`src/rtl/trl_pkg.sv`:
```
/*
 Shared constants for the temperature result, limit and status register block:
 pointer offsets, reset values, status bit positions.
 Assumes an 8-bit register bus driven by an external serial front end.
*/
package trl_pkg;
	// ==========================================================
	// Read pointers
	localparam logic [7:0] RD_LOCAL_TEMP_MSB      = 8'h00;
	localparam logic [7:0] RD_REMOTE_TEMP_MSB     = 8'h01;
	localparam logic [7:0] RD_COMPARATOR_FLAGS    = 8'h02;
	localparam logic [7:0] RD_LOCAL_UPPER_MSB     = 8'h05;
	localparam logic [7:0] RD_LOCAL_LOWER_MSB     = 8'h06;
	localparam logic [7:0] RD_REMOTE_UPPER_MSB    = 8'h07;
	localparam logic [7:0] RD_REMOTE_LOWER_MSB    = 8'h08;
	// ==========================================================
	// Write pointers
	localparam logic [7:0] WR_LOCAL_UPPER_MSB     = 8'h0b;
	localparam logic [7:0] WR_LOCAL_LOWER_MSB     = 8'h0c;
	localparam logic [7:0] WR_REMOTE_UPPER_MSB    = 8'h0d;
	localparam logic [7:0] WR_REMOTE_LOWER_MSB    = 8'h0e;
	// ==========================================================
	// Shared read/write pointers; the temperature low bytes are read only
	localparam logic [7:0] REMOTE_TEMP_LSB        = 8'h10;
	localparam logic [7:0] REMOTE_UPPER_LSB       = 8'h13;
	localparam logic [7:0] REMOTE_LOWER_LSB       = 8'h14;
	localparam logic [7:0] LOCAL_TEMP_LSB         = 8'h15;
	localparam logic [7:0] LOCAL_UPPER_LSB        = 8'h16;
	localparam logic [7:0] LOCAL_LOWER_LSB        = 8'h17;
	localparam logic [7:0] REMOTE_OVERTEMP_BOUND  = 8'h19;
	localparam logic [7:0] LOCAL_OVERTEMP_BOUND   = 8'h20;
	localparam logic [7:0] OVERTEMP_HYSTERESIS    = 8'h21;
	// ==========================================================
	// Reset values
	localparam logic [7:0] RST_ZERO               = 8'h00;
	localparam logic [7:0] RST_UPPER_MSB          = 8'h55;
	localparam logic [7:0] RST_OVERTEMP           = 8'h55;
	localparam logic [7:0] RST_HYSTERESIS         = 8'h0a;
	localparam logic [7:0] RST_POINTER            = 8'h00;
	// ==========================================================
	// Status bit positions
	localparam int         ST_BUSY                = 7;
	localparam int         ST_LOCAL_UPPER         = 6;
	localparam int         ST_LOCAL_LOWER         = 5;
	localparam int         ST_REMOTE_UPPER        = 4;
	localparam int         ST_REMOTE_LOWER        = 3;
	localparam int         ST_OPEN                = 2;
	localparam int         ST_REMOTE_OVERTEMP     = 1;
	localparam int         ST_LOCAL_OVERTEMP      = 0;
	// Channel index into per-channel arrays
	localparam int         CH_LOCAL               = 0;
	localparam int         CH_REMOTE              = 1;
endpackage

```
`src/rtl/trl_channel_cmp.sv`:
```
/*
 One channel's comparators: upper, lower and overtemperature against a
 new 12-bit result. Evaluated once per completed conversion.
 Assumes limits use the same left-justified 12-bit format as results.
*/
`timescale 1ns/1ps
`default_nettype none
module trl_channel_cmp
	import trl_pkg::*;
(
	// Result and limits
	input  wire logic [11:0] result,
	input  wire logic [11:0] upper_bound,
	input  wire logic [11:0] lower_bound,
	input  wire logic [7:0]  overtemp_bound,
	input  wire logic [7:0]  hysteresis,
	// Previous live flags for hysteresis
	input  wire logic        upper_live_prev,
	input  wire logic        overtemp_prev,
	// Outcomes
	output logic             upper_exceeded,
	output logic             lower_exceeded,
	output logic             upper_live,
	output logic             overtemp
);
	logic [8:0] ot_release;
	logic [12:0] up_release;

	// Release points clamp at zero so a large hysteresis cannot wrap
	assign ot_release = ({1'b0, overtemp_bound} > {1'b0, hysteresis}) ?
		({1'b0, overtemp_bound} - {1'b0, hysteresis}) : 9'h000;
	assign up_release = ({1'b0, upper_bound} > {1'b0, hysteresis, 4'h0}) ?
		({1'b0, upper_bound} - {1'b0, hysteresis, 4'h0}) : 13'h0000;

	assign upper_exceeded = result > upper_bound;
	assign lower_exceeded = result < lower_bound;
	assign upper_live     = upper_exceeded |
		(upper_live_prev & ({1'b0, result} > up_release));
	assign overtemp       = (result[11:4] > overtemp_bound) |
		(overtemp_prev & ({1'b0, result[11:4]} > ot_release));
endmodule
`default_nettype wire

```
`src/rtl/trl_regs.sv`:
```
/*
 Result, limit and status register file of a two-channel temperature
 monitor, reached through an 8-bit pointer from a serial front end.
 Assumes the front end gives one-cycle strobes: pointer load, data write,
 data read; rd_data is valid the cycle after a read strobe.
*/
`timescale 1ns/1ps
`default_nettype none
module trl_regs
	import trl_pkg::*;
(
	// Clock and reset
	input  wire logic        ref_clk,
	input  wire logic        sys_rst,
	// Register port from serial front end
	input  wire logic        ptr_wr,
	input  wire logic [7:0]  ptr_data,
	input  wire logic        data_wr,
	input  wire logic [7:0]  wr_data,
	input  wire logic        data_rd,
	output logic [7:0]       rd_data,
	// Alert response address read done by the front end
	input  wire logic        alert_ack,
	// Converter side
	input  wire logic        conv_busy,
	input  wire logic        conv_done,
	input  wire logic        conv_remote,
	input  wire logic [11:0] conv_result,
	input  wire logic        diode_open,
	// Mode bit held in the configuration register elsewhere
	input  wire logic        pin_function_select,
	// Pins
	output logic             fault_irq_pin_n,
	output logic             overtemp_output_n
);
	// ==========================================================
	// Storage
	logic [7:0]  pointer;
	logic [11:0] temp      [2];
	logic [3:0]  temp_lsb_snap [2];
	logic [11:0] upper     [2];
	logic [11:0] lower     [2];
	logic [7:0]  ot_bound  [2];
	logic [7:0]  hysteresis;
	logic        upper_flag  [2];
	logic        lower_flag  [2];
	logic        ot_flag     [2];
	logic        open_flag;
	logic        busy_flag;
	logic        upper_hit_last [2];
	logic        lower_hit_last [2];
	logic        open_last;
	logic        upper_hit [2];
	logic        lower_hit [2];
	logic        upper_lv  [2];
	logic        ot_lv     [2];
	logic        open_seen;
	logic [5:0]  alert_src;
	logic [5:0]  alert_src_d;
	logic        status_rd;
	logic [7:0]  status;
	logic [7:0]  next_rd_data;

	// Pointer match, shared by the status and snapshot decodes
	function automatic logic ptr_hits(input logic [7:0] ptr, input logic [7:0] off);
		ptr_hits = (ptr == off);
	endfunction

	// ==========================================================
	// Pointer
	always_ff @(posedge ref_clk or posedge sys_rst) begin
		if (sys_rst) begin
			pointer <= RST_POINTER;
		end else if (ptr_wr) begin
			pointer <= ptr_data;
		end else if (data_wr || data_rd) begin
			// Auto-advance only within a high/low pair for two-byte transfers
			unique case (pointer)
				RD_LOCAL_TEMP_MSB:   pointer <= LOCAL_TEMP_LSB;
				RD_REMOTE_TEMP_MSB:  pointer <= REMOTE_TEMP_LSB;
				RD_LOCAL_UPPER_MSB,
				WR_LOCAL_UPPER_MSB:  pointer <= LOCAL_UPPER_LSB;
				RD_LOCAL_LOWER_MSB,
				WR_LOCAL_LOWER_MSB:  pointer <= LOCAL_LOWER_LSB;
				RD_REMOTE_UPPER_MSB,
				WR_REMOTE_UPPER_MSB: pointer <= REMOTE_UPPER_LSB;
				RD_REMOTE_LOWER_MSB,
				WR_REMOTE_LOWER_MSB: pointer <= REMOTE_LOWER_LSB;
				default:             pointer <= pointer;
			endcase
		end
	end

	// ==========================================================
	// Comparators, one per channel
	genvar ch;
	generate
		for (ch = 0; ch < 2; ch++) begin : g_cmp
			trl_channel_cmp u_cmp (
				.result          (conv_result),
				.upper_bound     (upper[ch]),
				.lower_bound     (lower[ch]),
				.overtemp_bound  (ot_bound[ch]),
				.hysteresis      (hysteresis),
				.upper_live_prev (upper_flag[ch]),
				.overtemp_prev   (ot_flag[ch]),
				.upper_exceeded  (upper_hit[ch]),
				.lower_exceeded  (lower_hit[ch]),
				.upper_live      (upper_lv[ch]),
				.overtemp        (ot_lv[ch])
			);
		end
	endgenerate

	// ==========================================================
	// Results and low-byte snapshot
	generate
		for (ch = 0; ch < 2; ch++) begin : g_res
			logic is_ch;
			logic [7:0] msb_ptr;
			assign is_ch   = (conv_remote == (ch == CH_REMOTE));
			assign msb_ptr = (ch == CH_REMOTE) ? RD_REMOTE_TEMP_MSB : RD_LOCAL_TEMP_MSB;
			always_ff @(posedge ref_clk or posedge sys_rst) begin
				if (sys_rst) begin
					temp[ch] <= {RST_ZERO, RST_ZERO[3:0]};
				end else if (conv_done && is_ch) begin
					temp[ch] <= conv_result;
				end
			end
			// Low nibble frozen when its high byte is read
			always_ff @(posedge ref_clk or posedge sys_rst) begin
				if (sys_rst) begin
					temp_lsb_snap[ch] <= RST_ZERO[3:0];
				end else if (data_rd && ptr_hits(pointer, msb_ptr)) begin
					temp_lsb_snap[ch] <= (conv_done && is_ch) ?
						conv_result[3:0] : temp[ch][3:0];
				end
			end
		end
	endgenerate

	// Coherence window: open after a high byte read, closed by any other read
	logic coherent [2];
	always_ff @(posedge ref_clk or posedge sys_rst) begin
		if (sys_rst) begin
			coherent[CH_LOCAL]  <= 1'b0;
			coherent[CH_REMOTE] <= 1'b0;
		end else if (data_rd) begin
			coherent[CH_LOCAL]  <= (pointer == RD_LOCAL_TEMP_MSB);
			coherent[CH_REMOTE] <= (pointer == RD_REMOTE_TEMP_MSB);
		end
	end

	// ==========================================================
	// Limit writes
	always_ff @(posedge ref_clk or posedge sys_rst) begin
		if (sys_rst) begin
			upper[CH_LOCAL]     <= {RST_UPPER_MSB, RST_ZERO[3:0]};
			lower[CH_LOCAL]     <= {RST_ZERO, RST_ZERO[3:0]};
			upper[CH_REMOTE]    <= {RST_UPPER_MSB, RST_ZERO[3:0]};
			lower[CH_REMOTE]    <= {RST_ZERO, RST_ZERO[3:0]};
			ot_bound[CH_LOCAL]  <= RST_OVERTEMP;
			ot_bound[CH_REMOTE] <= RST_OVERTEMP;
			hysteresis          <= RST_HYSTERESIS;
		end else if (data_wr) begin
			unique case (pointer)
				WR_LOCAL_UPPER_MSB:    upper[CH_LOCAL][11:4]  <= wr_data;
				LOCAL_UPPER_LSB:       upper[CH_LOCAL][3:0]   <= wr_data[7:4];
				WR_LOCAL_LOWER_MSB:    lower[CH_LOCAL][11:4]  <= wr_data;
				LOCAL_LOWER_LSB:       lower[CH_LOCAL][3:0]   <= wr_data[7:4];
				WR_REMOTE_UPPER_MSB:   upper[CH_REMOTE][11:4] <= wr_data;
				REMOTE_UPPER_LSB:      upper[CH_REMOTE][3:0]  <= wr_data[7:4];
				WR_REMOTE_LOWER_MSB:   lower[CH_REMOTE][11:4] <= wr_data;
				REMOTE_LOWER_LSB:      lower[CH_REMOTE][3:0]  <= wr_data[7:4];
				LOCAL_OVERTEMP_BOUND:  ot_bound[CH_LOCAL]     <= wr_data;
				REMOTE_OVERTEMP_BOUND: ot_bound[CH_REMOTE]    <= wr_data;
				OVERTEMP_HYSTERESIS:   hysteresis             <= wr_data;
				// Status and results ignore writes
				default: ;
			endcase
		end
	end

	// ==========================================================
	// Status flags
	assign status_rd = data_rd && ptr_hits(pointer, RD_COMPARATOR_FLAGS);
	assign open_seen = conv_done && conv_remote && diode_open;

	always_ff @(posedge ref_clk or posedge sys_rst) begin
		if (sys_rst) begin
			busy_flag <= 1'b0;
		end else begin
			busy_flag <= conv_busy;
		end
	end

	generate
		for (ch = 0; ch < 2; ch++) begin : g_flag
			logic ev;
			assign ev = conv_done && (conv_remote == (ch == CH_REMOTE));
			// Set wins over a clearing read in the same cycle
			always_ff @(posedge ref_clk or posedge sys_rst) begin
				if (sys_rst) begin
					upper_flag[ch] <= 1'b0;
				end else if (pin_function_select) begin
					if (ev) begin
						upper_flag[ch] <= upper_lv[ch];
					end
				end else if (ev && upper_hit[ch]) begin
					upper_flag[ch] <= 1'b1;
				end else if (status_rd && !upper_hit_last[ch]) begin
					upper_flag[ch] <= 1'b0;
				end
			end
			always_ff @(posedge ref_clk or posedge sys_rst) begin
				if (sys_rst) begin
					lower_flag[ch] <= 1'b0;
				end else if (ev && lower_hit[ch]) begin
					lower_flag[ch] <= 1'b1;
				end else if (status_rd && !lower_hit_last[ch]) begin
					lower_flag[ch] <= 1'b0;
				end
			end
			always_ff @(posedge ref_clk or posedge sys_rst) begin
				if (sys_rst) begin
					ot_flag[ch] <= 1'b0;
				end else if (ev) begin
					ot_flag[ch] <= ot_lv[ch];
				end
			end
			// Cause as seen at the last conversion of this channel
			always_ff @(posedge ref_clk or posedge sys_rst) begin
				if (sys_rst) begin
					upper_hit_last[ch] <= 1'b0;
					lower_hit_last[ch] <= 1'b0;
				end else if (ev) begin
					upper_hit_last[ch] <= upper_hit[ch];
					lower_hit_last[ch] <= lower_hit[ch];
				end
			end
		end
	endgenerate

	always_ff @(posedge ref_clk or posedge sys_rst) begin
		if (sys_rst) begin
			open_flag <= 1'b0;
			open_last <= 1'b0;
		end else begin
			if (conv_done && conv_remote) begin
				open_last <= diode_open;
			end
			if (open_seen) begin
				open_flag <= 1'b1;
			end else if (status_rd && !open_last) begin
				open_flag <= 1'b0;
			end
		end
	end

	always_comb begin
		status = 8'h00;
		status[ST_BUSY]            = busy_flag;
		status[ST_LOCAL_UPPER]     = upper_flag[CH_LOCAL];
		status[ST_LOCAL_LOWER]     = lower_flag[CH_LOCAL];
		status[ST_REMOTE_UPPER]    = upper_flag[CH_REMOTE];
		status[ST_REMOTE_LOWER]    = lower_flag[CH_REMOTE];
		status[ST_OPEN]            = open_flag;
		status[ST_REMOTE_OVERTEMP] = ot_flag[CH_REMOTE];
		status[ST_LOCAL_OVERTEMP]  = ot_flag[CH_LOCAL];
	end

	// ==========================================================
	// Read mux
	always_comb begin
		next_rd_data = 8'h00;
		unique case (pointer)
			RD_LOCAL_TEMP_MSB:     next_rd_data = temp[CH_LOCAL][11:4];
			RD_REMOTE_TEMP_MSB:    next_rd_data = temp[CH_REMOTE][11:4];
			RD_COMPARATOR_FLAGS:   next_rd_data = status;
			RD_LOCAL_UPPER_MSB:    next_rd_data = upper[CH_LOCAL][11:4];
			RD_LOCAL_LOWER_MSB:    next_rd_data = lower[CH_LOCAL][11:4];
			RD_REMOTE_UPPER_MSB:   next_rd_data = upper[CH_REMOTE][11:4];
			RD_REMOTE_LOWER_MSB:   next_rd_data = lower[CH_REMOTE][11:4];
			LOCAL_TEMP_LSB:        next_rd_data = {coherent[CH_LOCAL] ?
				temp_lsb_snap[CH_LOCAL] : temp[CH_LOCAL][3:0], 4'h0};
			REMOTE_TEMP_LSB:       next_rd_data = {coherent[CH_REMOTE] ?
				temp_lsb_snap[CH_REMOTE] : temp[CH_REMOTE][3:0], 4'h0};
			LOCAL_UPPER_LSB:       next_rd_data = {upper[CH_LOCAL][3:0], 4'h0};
			LOCAL_LOWER_LSB:       next_rd_data = {lower[CH_LOCAL][3:0], 4'h0};
			REMOTE_UPPER_LSB:      next_rd_data = {upper[CH_REMOTE][3:0], 4'h0};
			REMOTE_LOWER_LSB:      next_rd_data = {lower[CH_REMOTE][3:0], 4'h0};
			LOCAL_OVERTEMP_BOUND:  next_rd_data = ot_bound[CH_LOCAL];
			REMOTE_OVERTEMP_BOUND: next_rd_data = ot_bound[CH_REMOTE];
			OVERTEMP_HYSTERESIS:   next_rd_data = hysteresis;
			default:               next_rd_data = 8'h00;
		endcase
	end

	always_ff @(posedge ref_clk or posedge sys_rst) begin
		if (sys_rst) begin
			rd_data <= 8'h00;
		end else if (data_rd) begin
			rd_data <= next_rd_data;
		end
	end

	// ==========================================================
	// Pins
	assign alert_src = {upper_flag[CH_LOCAL], lower_flag[CH_LOCAL], upper_flag[CH_REMOTE],
		lower_flag[CH_REMOTE], open_flag, 1'b0};

	always_ff @(posedge ref_clk or posedge sys_rst) begin
		if (sys_rst) begin
			alert_src_d <= 6'h00;
		end else begin
			alert_src_d <= alert_src;
		end
	end

	// With pin_function_select low, alert holds low until the response read, even after flags clear
	always_ff @(posedge ref_clk or posedge sys_rst) begin
		if (sys_rst) begin
			fault_irq_pin_n <= 1'b1;
		end else if (pin_function_select) begin
			fault_irq_pin_n <= ~(upper_flag[CH_LOCAL] | upper_flag[CH_REMOTE]);
		end else if (|(alert_src & ~alert_src_d)) begin
			fault_irq_pin_n <= 1'b0;
		end else if (alert_ack) begin
			fault_irq_pin_n <= 1'b1;
		end
	end

	always_ff @(posedge ref_clk or posedge sys_rst) begin
		if (sys_rst) begin
			overtemp_output_n <= 1'b1;
		end else begin
			overtemp_output_n <= ~(ot_flag[CH_LOCAL] | ot_flag[CH_REMOTE]);
		end
	end
endmodule
`default_nettype wire

```
`config.mk`:
```
export PLATFORM = sky130hd
export DESIGN_NAME = trl_regs
export DESIGN_NICKNAME = d
export VERILOG_FILES = /design/src/rtl/trl_pkg.sv /design/src/rtl/trl_channel_cmp.sv /design/src/rtl/trl_regs.sv
export SDC_FILE = /design/constraint.sdc
export NUM_CORES = 1
export LEC_CHECK = 0
export ABC_CLOCK_PERIOD_IN_PS = 4570
export BUFFER_PORTS_ARGS = -buffer_cell sky130_fd_sc_hd__buf_2
export CAP_MARGIN = 0
export CORE_AREA = 2 2 176 178
export CTS_CLUSTER_DIAMETER = 80
export DETAILED_ROUTE_END_ITERATION = 8
export DIE_AREA = 0 0 178 180
export GPL_TIMING_DRIVEN = 1
export SETUP_SLACK_MARGIN = 0.3
export SLEW_MARGIN = 40
export SYNTH_ARGS = -nofsm -noshare
export SYNTH_HDL_FRONTEND = slang
export SYNTH_SLANG_ARGS = --single-unit
```
`constraint.sdc`:
```
create_clock -name ref_clk -period 4.57 [get_ports ref_clk]
set_input_delay 0.6855 -clock ref_clk [delete_from_list [all_inputs] [get_ports ref_clk]]
set_output_delay 0.6855 -clock ref_clk [all_outputs]
set_load 0.005 [all_outputs]
```
==> out/qor.txt <==
P&R area growth vs syn: 12.6%
pwr dens: 408 mW/mm²
critical path data arrival time: 4070 ps
crit path launch: hysteresis[1]
period utilization: 82.2%
register area share after synthesis: 34.3%
met3 WL: 2250 µm
Net Count, Synth: 1329
Avg WL per Cell: 21.7 µm
share of layout cells above drive strength 1: 16.2%
DP Wirelength: 24700 µm
Mean Syn Cell Area: 9.06 µm²
Synth cell types: 71
I/O Pins: 49
Final setup viols: 0
Ant. Diodes: 0
initial antenna violation count: 0
yosys warns: 0
DRC violations left: 0
Nets: 1364
post-synth top area share: 29.3%
skew final: 10.2 ps
Yosys top cell by area: dfrtp_1
synthesized instance count: 1152
Post-CTS Setup Bufs: 0
crit path capture type: register
Root Buffer: clkbuf_16
vias in the first global route: 8869
Reg-to-Reg Start: hysteresis[1]
main area contributors after synthesis: dfrtp_1 29%, ha_1 16%, mux2_2 6.9%
critical path fanouts, max: 8
number of enable flip-flop cells after synthesis: 0
Critical Path Source Type: register
post-route ant nets: 0
first-pass GRT wire length: 53300 µm
Total Wirelength: 34700 µm
Iter 0 DRT Violations: 934
Critical Path RT: 4890 ps
Clk pin slew, worst setup/hold paths: 70 ps
total track usage: 22.1%
CTS tree: done
Starting Density: 34.6%
CTS Sinks: 142
FF+latch count, synth: 142
Main synth FF type: dfrtp_1
drt first pass iters: 5
VDD IR max: 0.265 mV
Buffers on Ports: 48
Hold Vio Cnt, Final: 0
Post-CTS Hold Fix Bufs: 0
most frequent cells in the layout: 160 x nand2_1, 134 x ha_1, 122 x dfrtp_1, 92 x o21ai_0, 83 x inv_1
largest net degree at the start of global routing: 143
Post-CTS Resized: 0
die height: 180 µm
Placement Rows: 64
setup TNS: 0 ps
Max Clock Freq: 0.266 GHz
placer congestion estimate: 0.900
Core Region: 0.0302 mm²
Max Cap Violations: 0
Met1 Wirelength: 15400 µm
Die W: 178 µm
die footprint: 0.0320 mm²
commonest non-fill, non-tap cell in the layout: nand2_1
Slew HR: 43.0%
type of the most critical hold path: in2async
Slew @ Worst Pin: 847 ps
Power, Total: 4.79 mW
unrepaired setup endpoints after global routing: false
synthesized area: 0.0104 mm²
vias post-DR: 9085
clk_lat worst skew: 430 ps
gr ovfl total: 0
FF-to-FF path depth: 14
leakage power: 5.35 nW
outcome: finished clean
fin crit period: 3760 ps
met2 WL post-DR: 16000 µm
DR top layer: met4
CTS buffer count: 17
max-slew violations: 0
Synth async-reset ratio: 100%
Clock Path Buffers: 2
vias per inst: 5.69
htree depth: 4
classification of the worst setup path: reg2reg
## registers in the layout, summed over array words and instances, names as in the netlist, 4 cells and up
signal / cells
upper: 24
temp_lsb_snap: 8
pointer: 8
lower: 24
rd_data: 8
temp: 24
alert_src: 4
alert_src_d: 5
ot_bound: 16
hysteresis: 8
## stage by stage
stage | setup slack [ps] | instances | hold slack, ps | cell area (µm²) | utilization, %
floorplan | 1090 | 1152 | 388 | 10400 | -
global placement | 928 | 1563 | 437 | 11100 | 36.8
detailed placement | 859 | 1563 | 445 | 11100 | 36.8
CTS | 847 | 1595 | 355 | 11700 | 38.8
global route | 611 | 1596 | 357 | 11700 | 38.9
finish | 812 | 1596 | 335 | 11700 | 38.9
## cells in the mapped netlist (6+ instances only)
master	instances
nand2_1	160
ha_1	134
dfrtp_1	122
o21ai_0	92
inv_1	84
mux2_2	64
a21oi_1	62
nor2_1	49
clkbuf_1	35
nand4_1	30
nand3_1	27
nand2b_1	23
dfstp_2	20
nor2b_1	17
a21o_1	15
o21a_1	15
nor3_1	12
xnor2_1	12
a22oi_1	11
o211ai_1	10
a211oi_1	9
mux2i_1	9
a22o_1	8
a31oi_1	8
o22ai_1	7
o31ai_1	7
a32oi_1	6
o311a_1	6
## where the power goes
group / internal [mW] / leakage (nW) / switching, mW
combinational: 0.731 / 3.41 / 0.994
clock: 0.875 / 0.282 / 0.576
sequential: 1.45 / 1.65 / 0.168
total: 3.05 / 5.35 / 1.74
## critical path, cell delays in order (launching register included)
cell	delay (ps)
dfstp_2	590
inv_1	230
ha_1	380
nor2b_1	130
o21a_1	160
o21ai_0	130
a21oi_1	180
buf_4	160
or3b_2	460
ha_1	300
nand4_1	120
or3_1	380
o21ai_0	80
a311oi_1	60
a211o_1	300
## layer usage
metal / global-route usage, % / vias to the layer above
met4: 7.18 / 0
li1: - / 4256
met1: 30.5 / 4457
met5: 0 / -
met2: 35.0 / 312
met3: 3.53 / 60
## cell families after synthesis
kind of cell / synth area share (%)
simple gates: 16.7
compound gates: 18.4
flops: 34.3
fa+ha+maj: 16.8
buf+inv: 4.70
mux: 7.77
xor+xnor: 1.34
## worst paths after layout
check / to / slack (ps)
worst max-delay path: alert_src[3] / 810
worst min-delay path: pointer[1] / 340
worst max register to register: alert_src[3] / 810
worst min register to register: alert_src_d[2] / 440
max in group asynchronous: upper[20] / 3480
min in group ref_clk: busy_flag / 380
## final cells by class
cell class	count	area, µm²
clock buffers	19	443
flip-flops and latches	142	3580
multi-input cells	882	6380
clock inverters	13	164
inverters	84	319
fillers	3008	18400
well taps	396	495
repair buffers	60	363
Power figures use the tool's default switching activity.
